[src/hw/spll_pkg.sv]
// constants and types shared by the system pll configuration and lock blocks
package spll_pkg;
  // -----------------------------------------------------------------
  // frequency word layout
  // -----------------------------------------------------------------
  localparam int FREQ_M_W = 48; // numerator width
  localparam int FREQ_N_W = 16; // denominator width

  // -----------------------------------------------------------------
  // pll control fields
  // -----------------------------------------------------------------
  localparam int FBDIV_W = 10; // feedback divider width
  localparam logic [9:0] FBDIV_MIN = 10'h06C; // least legal divider
  localparam logic [9:0] FBDIV_MAX = 10'h22C; // largest legal divider
  localparam logic [9:0] FBDIV_RST = 10'h1F4; // value before any load
  localparam logic DOUBLER_RST = 1'b0; // crystal used directly after reset

  // -----------------------------------------------------------------
  // lock detection
  // -----------------------------------------------------------------
  localparam int VCTRL_W = 12; // control voltage sample width
  localparam logic [11:0] VCTRL_MID = 12'h800; // centre of the window
  localparam logic [11:0] WIN_BASE = 12'h0C0; // fixed part of half window
  localparam int CLK_PERIOD_NS = 40; // sys_clk_i period
  localparam int LOCK_QUAL_NS = 10000; // in-window time before lock
  localparam int LOCK_QUAL_CYC = (LOCK_QUAL_NS + CLK_PERIOD_NS - 1) / CLK_PERIOD_NS;

  // -----------------------------------------------------------------
  // reset load sequence
  // -----------------------------------------------------------------
  typedef enum logic [1:0] {
    ST_START,
    ST_EE_WAIT,
    ST_FW_WAIT,
    ST_RUN
  } spll_load_e;
endpackage

[src/hw/spll_lock_det.sv]
// lock detector with limits derived from the active pll configuration
`timescale 1ns/100ps
module spll_lock_det
  import spll_pkg::*;
#(
  parameter int QUAL_CYC = LOCK_QUAL_CYC
) (
  // clock and reset
  input wire logic sys_clk_i,
  input wire logic rst_i,
  // configuration and control
  input wire logic restart_i,
  input wire logic doubler_i,
  input wire logic [FBDIV_W-1:0] fbdiv_i,
  input wire logic [VCTRL_W-1:0] vctrl_i,
  // status
  output logic locked_o
);
  // -----------------------------------------------------------------
  // limits
  // -----------------------------------------------------------------
  // half window grows with loop gain, wider with the doubler in use
  function automatic logic [VCTRL_W-1:0] half_win(input logic dbl,
                                                  input logic [FBDIV_W-1:0] fb);
    logic [VCTRL_W-1:0] ext;
    ext = {{(VCTRL_W-FBDIV_W){1'b0}}, fb};
    half_win = dbl ? WIN_BASE + (ext >> 2) : WIN_BASE + (ext >> 3);
  endfunction

  logic [VCTRL_W-1:0] half_w; // current half window
  logic [VCTRL_W-1:0] lim_lo; // lower limit
  logic [VCTRL_W-1:0] lim_hi; // upper limit
  logic in_win; // sample is inside the limits
  assign half_w = half_win(doubler_i, fbdiv_i);
  assign lim_lo = VCTRL_MID - half_w;
  assign lim_hi = VCTRL_MID + half_w;
  assign in_win = (vctrl_i >= lim_lo) && (vctrl_i <= lim_hi);

  // -----------------------------------------------------------------
  // qualification counter
  // -----------------------------------------------------------------
  localparam int CNT_W = $clog2(QUAL_CYC + 1);
  localparam logic [CNT_W-1:0] CNT_TOP = CNT_W'(QUAL_CYC);
  logic [CNT_W-1:0] cnt_reg; // consecutive in-window cycles
  logic [CNT_W-1:0] cnt_next;
  assign cnt_next = (restart_i || !in_win) ? '0 :
                    (cnt_reg == CNT_TOP) ? cnt_reg : cnt_reg + 1'b1;

  // count and lock flag
  always_ff @(posedge sys_clk_i or posedge rst_i) begin
    if (rst_i) begin
      cnt_reg <= '0;
    end else begin
      cnt_reg <= cnt_next;
    end
  end
  assign locked_o = (cnt_reg == CNT_TOP);

  // -----------------------------------------------------------------
  // checks
  // -----------------------------------------------------------------
  a_lock_drops_out: assert property (@(posedge sys_clk_i) disable iff (rst_i)
    (!in_win || restart_i) |=> !locked_o)
    else $error("lock held after window exit");
  a_lock_needs_qual: assert property (@(posedge sys_clk_i) disable iff (rst_i)
    $rose(locked_o) |-> $past(in_win) && $past(in_win, 2) && $past(in_win, 3))
    else $error("lock rose without qualification");
endmodule

[src/hw/spll_cfg.sv]
// system pll configuration loader, host rewrite path and loss of lock alarm
`timescale 1ns/100ps
module spll_cfg
  import spll_pkg::*;
#(
  parameter int QUAL_CYC = LOCK_QUAL_CYC
) (
  // clock and reset
  input wire logic sys_clk_i,
  input wire logic rst_i,
  // one-time-programmable memory source
  input wire logic otp_en_i,
  input wire logic otp_valid_i,
  input wire logic otp_doubler_i,
  input wire logic [FBDIV_W-1:0] otp_fbdiv_i,
  // serial eeprom source
  input wire logic ee_en_i,
  output logic ee_rd_req_o,
  input wire logic ee_done_i,
  input wire logic ee_valid_i,
  input wire logic ee_doubler_i,
  input wire logic [FBDIV_W-1:0] ee_fbdiv_i,
  // firmware update revision
  input wire logic fw_present_i,
  input wire logic fw_load_done_i,
  output logic fw_wait_o,
  // host rewrite over the serial port
  input wire logic host_wr_i,
  input wire logic host_doubler_i,
  input wire logic [FBDIV_W-1:0] host_fbdiv_i,
  output logic host_ack_o,
  output logic host_nak_o,
  // crystal frequency and resulting pll frequency
  input wire logic [FREQ_M_W-1:0] xtal_m_i,
  input wire logic [FREQ_N_W-1:0] xtal_n_i,
  output logic [FREQ_M_W-1:0] pll_m_o,
  output logic [FREQ_N_W-1:0] pll_n_o,
  // analog pll control and feedback
  output logic doubler_o,
  output logic [FBDIV_W-1:0] fbdiv_o,
  input wire logic [VCTRL_W-1:0] vctrl_i,
  // status
  output logic cfg_ready_o,
  output logic lock_status_o,
  output logic lol_o,
  output logic lol_sticky_o,
  input wire logic lol_clr_i,
  input wire logic gpio_lol_en_i,
  output logic gpio_lol_o
);
  // -----------------------------------------------------------------
  // shared helpers
  // -----------------------------------------------------------------
  // legal feedback divider window
  function automatic logic fb_legal(input logic [FBDIV_W-1:0] fb);
    fb_legal = (fb >= FBDIV_MIN) && (fb <= FBDIV_MAX);
  endfunction

  // -----------------------------------------------------------------
  // reset load sequence
  // -----------------------------------------------------------------
  spll_load_e st_reg; // loader state
  spll_load_e st_next;
  logic otp_use; // otp enabled, valid and legal
  logic ee_use; // eeprom read returned legal valid data
  logic fw_ok; // update revision present or just loaded
  logic running; // reset sequence complete
  assign otp_use = otp_en_i && otp_valid_i && fb_legal(otp_fbdiv_i);
  assign ee_use = ee_done_i && ee_valid_i && fb_legal(ee_fbdiv_i);
  assign fw_ok = fw_present_i || fw_load_done_i;
  assign running = (st_reg == ST_RUN);

  // next loader state
  always_comb begin
    st_next = st_reg;
    case (st_reg)
      ST_START: begin
        // otp wins when enabled, valid and legal, else try the eeprom if enabled
        if (otp_use) begin
          st_next = ST_FW_WAIT;
        end else if (ee_en_i) begin
          st_next = ST_EE_WAIT;
        end else begin
          st_next = ST_FW_WAIT;
        end
      end
      ST_EE_WAIT: begin
        if (ee_done_i) begin
          st_next = ST_FW_WAIT;
        end
      end
      ST_FW_WAIT: begin
        // sequence holds until the update revision is in place
        if (fw_ok) begin
          st_next = ST_RUN;
        end
      end
      ST_RUN: begin
        st_next = ST_RUN;
      end
      default: begin
        st_next = ST_START;
      end
    endcase
  end

  // loader state register
  always_ff @(posedge sys_clk_i or posedge rst_i) begin
    if (rst_i) begin
      st_reg <= ST_START;
    end else begin
      st_reg <= st_next;
    end
  end

  assign ee_rd_req_o = (st_reg == ST_EE_WAIT);
  assign fw_wait_o = (st_reg == ST_FW_WAIT) && !fw_ok;
  assign cfg_ready_o = running;

  // -----------------------------------------------------------------
  // control fields
  // -----------------------------------------------------------------
  logic load_otp; // take otp fields
  logic load_ee; // take eeprom fields
  logic host_ok; // host write accepted
  logic host_bad; // host write refused
  logic cfg_load; // any field update this cycle
  assign load_otp = (st_reg == ST_START) && otp_use;
  assign load_ee = (st_reg == ST_EE_WAIT) && ee_use;
  assign host_ok = host_wr_i && running && fb_legal(host_fbdiv_i);
  assign host_bad = host_wr_i && !host_ok;
  assign cfg_load = load_otp || load_ee || host_ok;

  logic doubler_reg; // crystal doubler select
  logic doubler_next;
  logic [FBDIV_W-1:0] fbdiv_reg; // feedback divider
  logic [FBDIV_W-1:0] fbdiv_next;
  assign doubler_next = load_otp ? otp_doubler_i :
                        load_ee ? ee_doubler_i :
                        host_ok ? host_doubler_i : doubler_reg;
  assign fbdiv_next = load_otp ? otp_fbdiv_i :
                      load_ee ? ee_fbdiv_i :
                      host_ok ? host_fbdiv_i : fbdiv_reg;

  // field registers
  always_ff @(posedge sys_clk_i or posedge rst_i) begin
    if (rst_i) begin
      doubler_reg <= DOUBLER_RST;
      fbdiv_reg <= FBDIV_RST;
    end else begin
      doubler_reg <= doubler_next;
      fbdiv_reg <= fbdiv_next;
    end
  end
  assign doubler_o = doubler_reg;
  assign fbdiv_o = fbdiv_reg;

  // host answer pulses, one cycle after the write
  always_ff @(posedge sys_clk_i or posedge rst_i) begin
    if (rst_i) begin
      host_ack_o <= 1'b0;
      host_nak_o <= 1'b0;
    end else begin
      host_ack_o <= host_ok;
      host_nak_o <= host_bad;
    end
  end

  // -----------------------------------------------------------------
  // pll frequency as an exact fraction
  // -----------------------------------------------------------------
  // m scales by doubler and divider, n is the crystal's own
  localparam int PROD_W = FREQ_M_W + FBDIV_W + 1;
  logic [FBDIV_W:0] mult; // total multiplication factor
  logic [PROD_W-1:0] prod; // full width product
  assign mult = doubler_reg ? {fbdiv_reg, 1'b0} : {1'b0, fbdiv_reg};
  assign prod = PROD_W'(xtal_m_i) * PROD_W'(mult);

  // registered frequency words
  always_ff @(posedge sys_clk_i or posedge rst_i) begin
    if (rst_i) begin
      pll_m_o <= '0;
      pll_n_o <= '0;
    end else begin
      pll_m_o <= prod[FREQ_M_W-1:0];
      pll_n_o <= xtal_n_i;
    end
  end

  // -----------------------------------------------------------------
  // lock detection and loss of lock alarm
  // -----------------------------------------------------------------
  logic locked; // qualified lock
  logic locked_q; // lock one cycle ago
  spll_lock_det #(
    .QUAL_CYC(QUAL_CYC)
  ) u_lock (
    .sys_clk_i(sys_clk_i),
    .rst_i(rst_i),
    .restart_i(cfg_load || !running),
    .doubler_i(doubler_reg),
    .fbdiv_i(fbdiv_reg),
    .vctrl_i(vctrl_i),
    .locked_o(locked)
  );

  logic lol_set; // lock lost while running
  logic lol_sticky_next;
  assign lol_set = running && locked_q && !locked;
  assign lol_sticky_next = lol_set || (lol_sticky_o && !lol_clr_i); // set wins

  // previous lock and sticky alarm
  always_ff @(posedge sys_clk_i or posedge rst_i) begin
    if (rst_i) begin
      locked_q <= 1'b0;
      lol_sticky_o <= 1'b0;
    end else begin
      locked_q <= locked;
      lol_sticky_o <= lol_sticky_next;
    end
  end

  assign lock_status_o = locked;
  assign lol_o = running && !locked;
  assign gpio_lol_o = gpio_lol_en_i && lol_o;

  // -----------------------------------------------------------------
  // checks
  // -----------------------------------------------------------------
  a_host_before_run: assert property (@(posedge sys_clk_i) disable iff (rst_i)
    (host_wr_i && !running) |=> host_nak_o && !host_ack_o)
    else $error("host write taken before reset sequence ended");
  a_fbdiv_range: assert property (@(posedge sys_clk_i) disable iff (rst_i)
    $changed(fbdiv_reg) |-> fbdiv_reg >= FBDIV_MIN && fbdiv_reg <= FBDIV_MAX)
    else $error("feedback divider left legal range");
  a_host_apply: assert property (@(posedge sys_clk_i) disable iff (rst_i)
    host_ok |=> host_ack_o && fbdiv_reg == $past(host_fbdiv_i))
    else $error("accepted host write not applied");
  a_otp_load: assert property (@(posedge sys_clk_i) disable iff (rst_i)
    load_otp |=> fbdiv_reg == $past(otp_fbdiv_i) && doubler_reg == $past(otp_doubler_i))
    else $error("otp fields not loaded");
  a_fw_gate: assert property (@(posedge sys_clk_i) disable iff (rst_i)
    (st_reg == ST_FW_WAIT && !fw_ok) |=> !running)
    else $error("run entered without update revision");
  a_lol_set_wins: assert property (@(posedge sys_clk_i) disable iff (rst_i)
    lol_set |=> lol_sticky_o)
    else $error("loss of lock event lost");
  a_gpio_follow: assert property (@(posedge sys_clk_i) disable iff (rst_i)
    host_ok |=> !lock_status_o && (gpio_lol_o == gpio_lol_en_i))
    else $error("rewrite left lock or gpio alarm stale");
  a_freq_m: assert property (@(posedge sys_clk_i) disable iff (rst_i)
    $stable(xtal_m_i) && $stable(mult) |=>
      pll_m_o == FREQ_M_W'(PROD_W'($past(xtal_m_i)) * PROD_W'($past(mult))))
    else $error("pll numerator wrong");
  c_otp_boot: cover property (@(posedge sys_clk_i) disable iff (rst_i)
    load_otp ##[1:4] running);
  c_ee_boot: cover property (@(posedge sys_clk_i) disable iff (rst_i)
    load_ee ##[1:20] running);
  c_host_rewrite: cover property (@(posedge sys_clk_i) disable iff (rst_i)
    host_ok ##1 host_ack_o);
  c_lock_lost: cover property (@(posedge sys_clk_i) disable iff (rst_i)
    lol_set ##[1:10] lol_clr_i);
endmodule

[config.mk]
export PLATFORM = sky130hd
export DESIGN_NAME = spll_cfg
export DESIGN_NICKNAME = d
export VERILOG_FILES = /design/src/hw/spll_pkg.sv /design/src/hw/spll_lock_det.sv /design/src/hw/spll_cfg.sv
export SDC_FILE = /design/constraint.sdc
export NUM_CORES = 1
export LEC_CHECK = 0
export BUFFER_PORTS_ARGS = -buffer_cell sky130_fd_sc_hd__buf_2
export CELL_PAD_IN_SITES_DETAIL_PLACEMENT = 1
export CELL_PAD_IN_SITES_GLOBAL_PLACEMENT = 2
export CORE_ASPECT_RATIO = 1.25
export CORE_UTILIZATION = 41
export DETAILED_ROUTE_END_ITERATION = 8
export GPL_TIMING_DRIVEN = 0
export PLACE_DENSITY = 0.94
export SLEW_MARGIN = 20
export SYNTH_ARGS = -nofsm -noshare
export SYNTH_HDL_FRONTEND = slang
export SYNTH_HIERARCHICAL = 1
export SYNTH_SLANG_ARGS = --single-unit
[constraint.sdc]
create_clock -name sys_clk_i -period 17.65 [get_ports sys_clk_i]
set_input_delay 0.8825 -clock sys_clk_i [delete_from_list [all_inputs] [get_ports sys_clk_i]]
set_output_delay 0.8825 -clock sys_clk_i [all_outputs]
set_load 0.03 [all_outputs]
======== After elaboration in Yosys (flattened, before gate mapping) ========
Cells that the tools add are included.
word-level totals
  register bits after elaboration ......... 89
  input bits .............................. 121
  output and inout port bits .............. 84
  logic and storage cells ................. 80
operators by class
  add/subtract/negate cells ............... 5
  multipliers ............................. 1
  order comparisons ....................... 8
  equal/unequal tests ..................... 7
  mux-type cells .......................... 15
  reductions and logical operators ........ 34
operators with widths
  operator                  count
  $mul A48 B11 Y48          1
  $ge A10 B7 Y1 const B     3
  $le A10 B10 Y1 const B    3
  $mux W10                  3
  $logic_and A1 B1 Y1       19
  $mux W8                   2
  $add A12 B12 Y12 const A  1
  $ge A12 B12 Y1            1
  $le A12 B12 Y1            1
  $mux W12                  1
  $sub A12 B12 Y12 const A  1
  $mux W11                  1
  $add A8 B7 Y9 const A     1
  $add A8 B8 Y9 const A     1
  $add A8 B1 Y8 const B     1
  $eq A8 B8 Y1 const B      1
  $mux W2                   4
  $pmux W2 S4               1
  $logic_not A1 Y1          6
  $logic_or A1 B1 Y1        6
  $eq A2 B2 Y1 const B      2
  $ne A2 B1 Y1 const B      2
  $mux W1                   3
  $reduce_bool A3 Y1        1
  4 further kinds           4

======== Logic depth before layout (Yosys ltp) ========
Gate-level depths: netlist of the first run.
  word-level depth ........................ 9
  gate-level depth with buffers ........... 24

======== By module ========
Netlist of the first run, hierarchy kept.
modules (own cells, without submodules)
  module         times used  cells an instance  area an instance (µm²)
  spll_cfg       1           1,782              16,354.4
  spll_lock_det  1           128                1,129.8

======== Least setup slack after synthesis of the first run ========
No wires, ideal clock.
  path kind ............................... register to register
  start ................................... reg doubler_reg, in the netlist doubler_o
  end ..................................... reg pll_m_o[46]
  arrival time ............................ 6,150 ps
  required time ........................... 17,570 ps
  setup slack ............................. 11,420 ps
  stages on the path, launching flop included .. 22
  buffers on the path ..................... 2
  clock period less this slack ............ 6,230 ps
  path through ............................ dfrtp_1 -> buf_2 -> mux2_2 -> clkbuf_1 -> and2_1 -> fa_1 -> fa_1 -> fa_1 -> fa_1 -> inv_1 -> fa_1 -> inv_1 -> ha_1 -> a21o_1 -> a21o_1 -> a21oi_1 -> o21ai_0 -> or3_1 -> o21ai_1 -> o32ai_2 -> o41ai_2 -> xnor2_1
on the way
  longest elaborated chain between the ends .. 2
RTL lines
  item                    RTL line         text
  from (decl)             spll_cfg.sv:134  logic doubler_reg;
  from (signal assigned)  spll_cfg.sv:151  doubler_reg <= doubler_next;
  $mux W11                spll_cfg.sv:176  assign mult = doubler_reg ? {fbdiv_reg, 1'b0} : {1'b0, fbdiv_reg};
  $mul A48 B11 Y48        spll_cfg.sv:177  assign prod = PROD_W'(xtal_m_i) * PROD_W'(mult);
  via prod[46]            spll_cfg.sv:175  logic [PROD_W-1:0] prod;
  to (signal assigned)    spll_cfg.sv:185  pll_m_o <= prod[FREQ_M_W-1:0];
  to (decl)               spll_cfg.sv:36   output logic [FREQ_M_W-1:0] pll_m_o,
The timed path passes the listed nets, and every way through them passes these cells.
A chain may end at the register's enable or synchronous reset.

======== Final worst setup path of the first run ========
Same ends and word-level chain as after synthesis.

==> impl_results.md, run 1 <==
- Status: finished clean
- Core Util, Final: 0.465
- DRC viols: 0
- Post-Place Cells: 2672
- Measured slew at the worst slew-check pin: 0.823 ns
- Grt total ovfl: 0
- Worst Path Max Fanout: 10
- Initial DRT Pass Iterations: 7
- Sequential area share after synthesis: 0.128
- Fin cells: 2688
- I/O Pins: 205
- Setup violators final: 0
- Commonest cells in the netlist: nand2_1 (382), fa_1 (363), inv_1 (303)
- Min Tclk post-route: 7.84 ns
- Top-area cell type share of the netlist area: 0.416
- Initial antenna violation count: 0
- Top reg by flops: pll_m_o
- Post_cts resized: 0
- Gr usage total: 0.272
- R2R setup slack: 9.81 ns
- Syn Area/Cell: 9.15 um^2
- Synthesized instance count: 1910
- Worst r2r path cells: 23
- Std-Cell Rows: 84
- Synthesized flop and latch total: 89
- Fin nets: 2697
- Top cell type by total area after synthesis: fa_1
- Syn nets: 2483
- Clk_skew: 0.00941 ns
- Post-detail-place hpwl: 47000 um
- DIE WIDTH: 187 um
- Yosys warns: 6
- Hold buffer count at cts: 0
- Antenna Nets Post-Route: 0
- Largest net degree at the start of global routing: 45
- IO buf count: 202
- Post-DP Area: 19200 um^2
- H-Tree Depth: 3
- Total negative slack: 0 ns
- Most numerous cell in the Yosys netlist: nand2_1
- Post-synth EDFFs: 0
- Post-Route WL: 56400 um
- Layout cell share with drive strength beyond 1: 0.124
- Hold Crit Class: primary input to asynchronous set/reset pin
- Antenna diodes: 0
- Synth Cell Area: 17500 um^2
- Achievable Freq: 0.128 GHz
- RSZ-0062 raised after global routing: no
- Post-CTS setup buffers: 0
- Slew HR: 0.447
- Via Count: 14400
- RD Place Congestion: 0.913
- CP endpoint kind: flip-flop
- Initial Util: 0.416
- Fin. max-slew vios: 0
- Post-synth cell types: 70
- First-pass GRT wire length: 89800 um
- Final instance area: 19500 um^2
- CTS buffer count: 9
- CTS Root Cell: clkbuf_16
- CP Launch Type: flip-flop
- Period utilization: 0.444
- Final Hold Viols: 0
- Asr flop ratio synth: 1.00
- Area delta synth->final: 11.8%
- CTS tree: done
- Post-DR wirelength/cell: 21.0 um
- Vias in the first global route: 16400
- Via-to-Cell Ratio: 5.35
- DRT iter0 DRCs: 776
- Worst-path clk slew: 0.08 ns
- Worst reg2reg endpoint: pll_m_o[46]
- Main synth FF type: dfrtp_1
- Die ar.: 43500 um^2
- Core Box Area: 42000 um^2
- Clock insertion delay at the later pin of the skew report: 0.40 ns
- R2r startpoint: doubler_o
- Worst Path Arrival: 8.12 ns
- Die height: 233 um
- Max reg flops: 48
- Max-Cap Viols: 0
- Worst setup startpoint: doubler_o
- Crit Path Class: flip-flop to flip-flop
- Area contributors post-synth: fa_1 (42%), dfrtp_1 (12%), nand2_1 (8.2%), inv_1 (6.5%), ha_1 (6.4%)
- Sink Count: 89
- Worst path required time: 17.93 ns
- Max Root-Sink Buffers: 2
==> kinds of logic after synthesis <==
family          after synthesis  share of synthesized area
simple gates                674                      0.181
fa+ha+maj                   452                      0.479
buf+inv                     410                     0.0887
compound gates              183                     0.0702
flops                        89                      0.128
xor+xnor                     71                     0.0356
mux                          29                     0.0174
other cells                   2                   0.000430
==> layout by cell type (no fill, tap or decap), drive strengths merged, types with 35 or more instances in the layout <==
master,netlist,routed
a21oi,54,54
and2,135,135
and3,35,35
buf,12,215
clkbuf,95,104
dfrtp,83,83
fa,363,363
ha,89,89
inv,303,306
nand2,382,382
nor2,36,36
o21ai,48,48
xnor2,49,49
==> worst max path at each step <==
| stage | endpoint | slack, ns | cells after the start |
|---|---|---|---|
| after floorplan | pll_m_o[46] | 11.42 | 21 |
| after global placement | pll_m_o[45] | 9.88 | 23 |
| after detailed placement | pll_m_o[46] | 9.93 | 22 |
| after CTS | pll_m_o[46] | 9.91 | 22 |
| after global routing | pll_m_o[46] | 9.56 | 23 |
| final | pll_m_o[46] | 9.81 | 23 |
==> worst max-delay path, stage by stage, from the launching register on <==
cell and delay [ns]:
dfrtp_1 0.51, buf_2 0.28, mux2_2 0.29, clkbuf_1 0.56, clkbuf_1 0.52, nand2_1 0.18
fa_1 0.52, fa_1 0.49, inv_1 0.05, fa_1 0.45, fa_1 0.49, inv_1 0.05
fa_1 0.47, inv_1 0.04, ha_1 0.35, nand2_1 0.06, o21ai_0 0.33, nor2_1 0.18
a211o_1 0.40, a211oi_2 0.57, o21ai_1 0.29, o32ai_2 0.41, o41ai_2 0.11, xnor2_1 0.13
==> per-layer routing <==
metal | up-vias | wire [um] | global-route usage | share of wire
li1 | 6264 | - | - | -
met1 | 7516 | 21200 | 0.305 | 0.38
met2 | 471 | 29900 | 0.504 | 0.53
met3 | 126 | 2900 | 0.0457 | 0.052
met4 | 0 | 2340 | 0.123 | 0.042
met5 | - | 0 | 0 | 0
==> final cells by class <==
type / count / area [um^2]
plain buffers: 107 / 413
clock buffers: 9 / 225
clock inverters: 7 / 83.8
fillers: 5022 / 22500
inverters: 303 / 1140
multi-input cells: 1411 / 13700
flip-flops and latches: 89 / 2230
well taps: 559 / 699
repair buffers: 203 / 1040
==> stage by stage <==
stage | worst slack [ns] | hold slack, ns
floorplan | 11.42 | 0.426
global placement | 9.88 | 0.447
detailed placement | 9.93 | 0.455
CTS | 9.91 | 0.454
global route | 9.56 | 0.479
finish | 9.81 | 0.460
Power of run 1 is not shown: default switching activity piles up to over one toggle a cycle in this logic, so the estimate is an artifact.
==> run 2, diff against run 1 <==
CORE_UTILIZATION = 38   (was 41)
PLACE_DENSITY = 0.88   (was 0.94)
clock period = 7.9 ns   (was 17.65 ns; I/O delays follow)
==> impl_results.md, run 2 (synthesis gave the netlist of run 1 again) <==
- Hold EP: pll_n_o[1]
- Setup violators final: 0
- Hold path depth: 1
- # fillers: 5375
- Clk_skew: 0.00957 ns
- Std-Cell Rows: 87
- RSZ-0062 raised after global routing: no
- Sink Count: 89
- Worst path required time: 8.18 ns
- Slew HR: 0.341
- Largest net degree at the start of global routing: 51
- R2R setup slack: 0.20 ns
- Fin. max-slew vios: 0
- CP Launch Type: flip-flop
- Die ar.: 46900 um^2
- CTS Root Cell: clkbuf_16
- Hold Crit Class: primary input to flip-flop
- Critical Path Slowest Stage Cell: dfstp_2
- Final Hold Viols: 0
- Grt total ovfl: 0
- Commonest cells after routing, fill and taps aside: nand2_1 (382), fa_1 (363), inv_1 (302), buf_2 (208), and2_1 (135)
- Crit path max-delay family: adder cells
- Die height: 242 um
- Via-to-Cell Ratio: 5.23
- R2r startpoint: fbdiv_o[8]
- DIE WIDTH: 194 um
- Min Tclk post-route: 7.70 ns
- Crit Path Class: flip-flop to flip-flop
- CP max stage delay: 0.67 ns
- Layout cell share with drive strength beyond 1: 0.124
- Post-detail-place hpwl: 47500 um
- Status: finished clean
- Max-Cap Viols: 0
- Worst setup startpoint: fbdiv_o[8]
- Worst Path Arrival: 7.99 ns
- Worst r2r path cells: 22
- Measured slew at the worst slew-check pin: 0.981 ns
- Initial DRT Pass Iterations: 4
- Initial Util: 0.386
- Clock insertion delay at the later pin of the skew report: 0.40 ns
- Max Root-Sink Buffers: 2
- DRC viols: 0
- Worst-path clk slew: 0.08 ns
- H-Tree Depth: 3
- Top reg by flops: pll_m_o
- CTS tree: done
- DRT iter0 DRCs: 502
- Final hold slack: 0.0978 ns
- IO buf count: 202
- Post-CTS setup buffers: 0
- Buffers & Inverters on Critical Path: 5
- RD Place Congestion: 0.880
- Post-Route WL: 56700 um
- Area delta synth->final: 12.0%
- Most common cell after layout, fill and taps aside: nand2_1
- Worst path cell trace: mux2_2 > clkbuf_1 > clkbuf_1 > nand2_1 > fa_1 > inv_1 > fa_1 > fa_1 > fa_1 > inv_1 > fa_1 > inv_1 > ha_1 > nand2_1 > nor2_1 > and4_1 > o31ai_2 > nand2_1 > o211ai_1 > a21oi_1 > a31oi_1 > xnor2_1
- CTS buffer count: 9
- Initial antenna violation count: 1
- CP endpoint kind: flip-flop
- Post-DR wirelength/cell: 20.9 um
- Antenna Nets Post-Route: 0
- Vias in the first global route: 16200
- Core Box Area: 45300 um^2
- Most frequent CP cell: fa_1
- Gr usage total: 0.251
- Period utilization: 0.975
- First-pass GRT wire length: 89900 um
- Max reg flops: 48
- Achievable Freq: 0.130 GHz
- Total negative slack: 0 ns
- Min-delay src: xtal_n_i[1]
- Worst Path Max Fanout: 10
- Via Count: 14200
- Worst reg2reg endpoint: pll_m_o[45]
- Fin nets: 2698
- I/O Pins: 205
run 2: metal layers:
layer | routed length, um | track usage
met5 | 0 | 0
met3 | 2630 | 0.0374
met1 | 22300 | 0.292
met2 | 30100 | 0.468
met4 | 1650 | 0.0847
run 2: worst max-delay path by stage:
stage                             end  cells past startpoint
after floorplan           pll_m_o[46]                     21
after global placement    pll_m_o[45]                     23
after detailed placement  pll_m_o[46]                     23
after CTS                 pll_m_o[46]                     22
after global routing      pll_m_o[45]                     22
final                     pll_m_o[45]                     22
run 2: timing repair:
action | CTS | global route
endpoints found under the setup margin | 2 | 6
hold endpoints to repair | 16 | 0
resized for setup | 1 | 2
hold buffers | 1 | 0
run 2: final cells by class:
class                           count  area [um^2]  share of cell area
Multi-Input combinational cell   1411        13700               0.700
Sequential cell                    89         2230               0.114
Inverter                          303         1140              0.0583
Timing Repair Buffer              204         1050              0.0535
Tap cell                          578          723              0.0369
Buffer                            107          414              0.0212
Clock buffer                        9          225              0.0115
Clock inverter                      7         78.8             0.00403
Antenna cell                        1         2.50            0.000128
run 2: through the flow:
step           setup WS, ns  instance area (um^2)  std cells  utilization
2_1_floorplan          1.67                 17500       1910            -
3_3_place_gp         0.0633                 19200       2690        0.424
3_5_place_dp        -0.0182                 19300       2691        0.425
4_1_cts               0.117                 19600       2708        0.432
5_1_grt              0.0199                 19600       2708        0.432
6_report              0.196                 19600       2709        0.432
Power of run 2 is left out for the same reason.
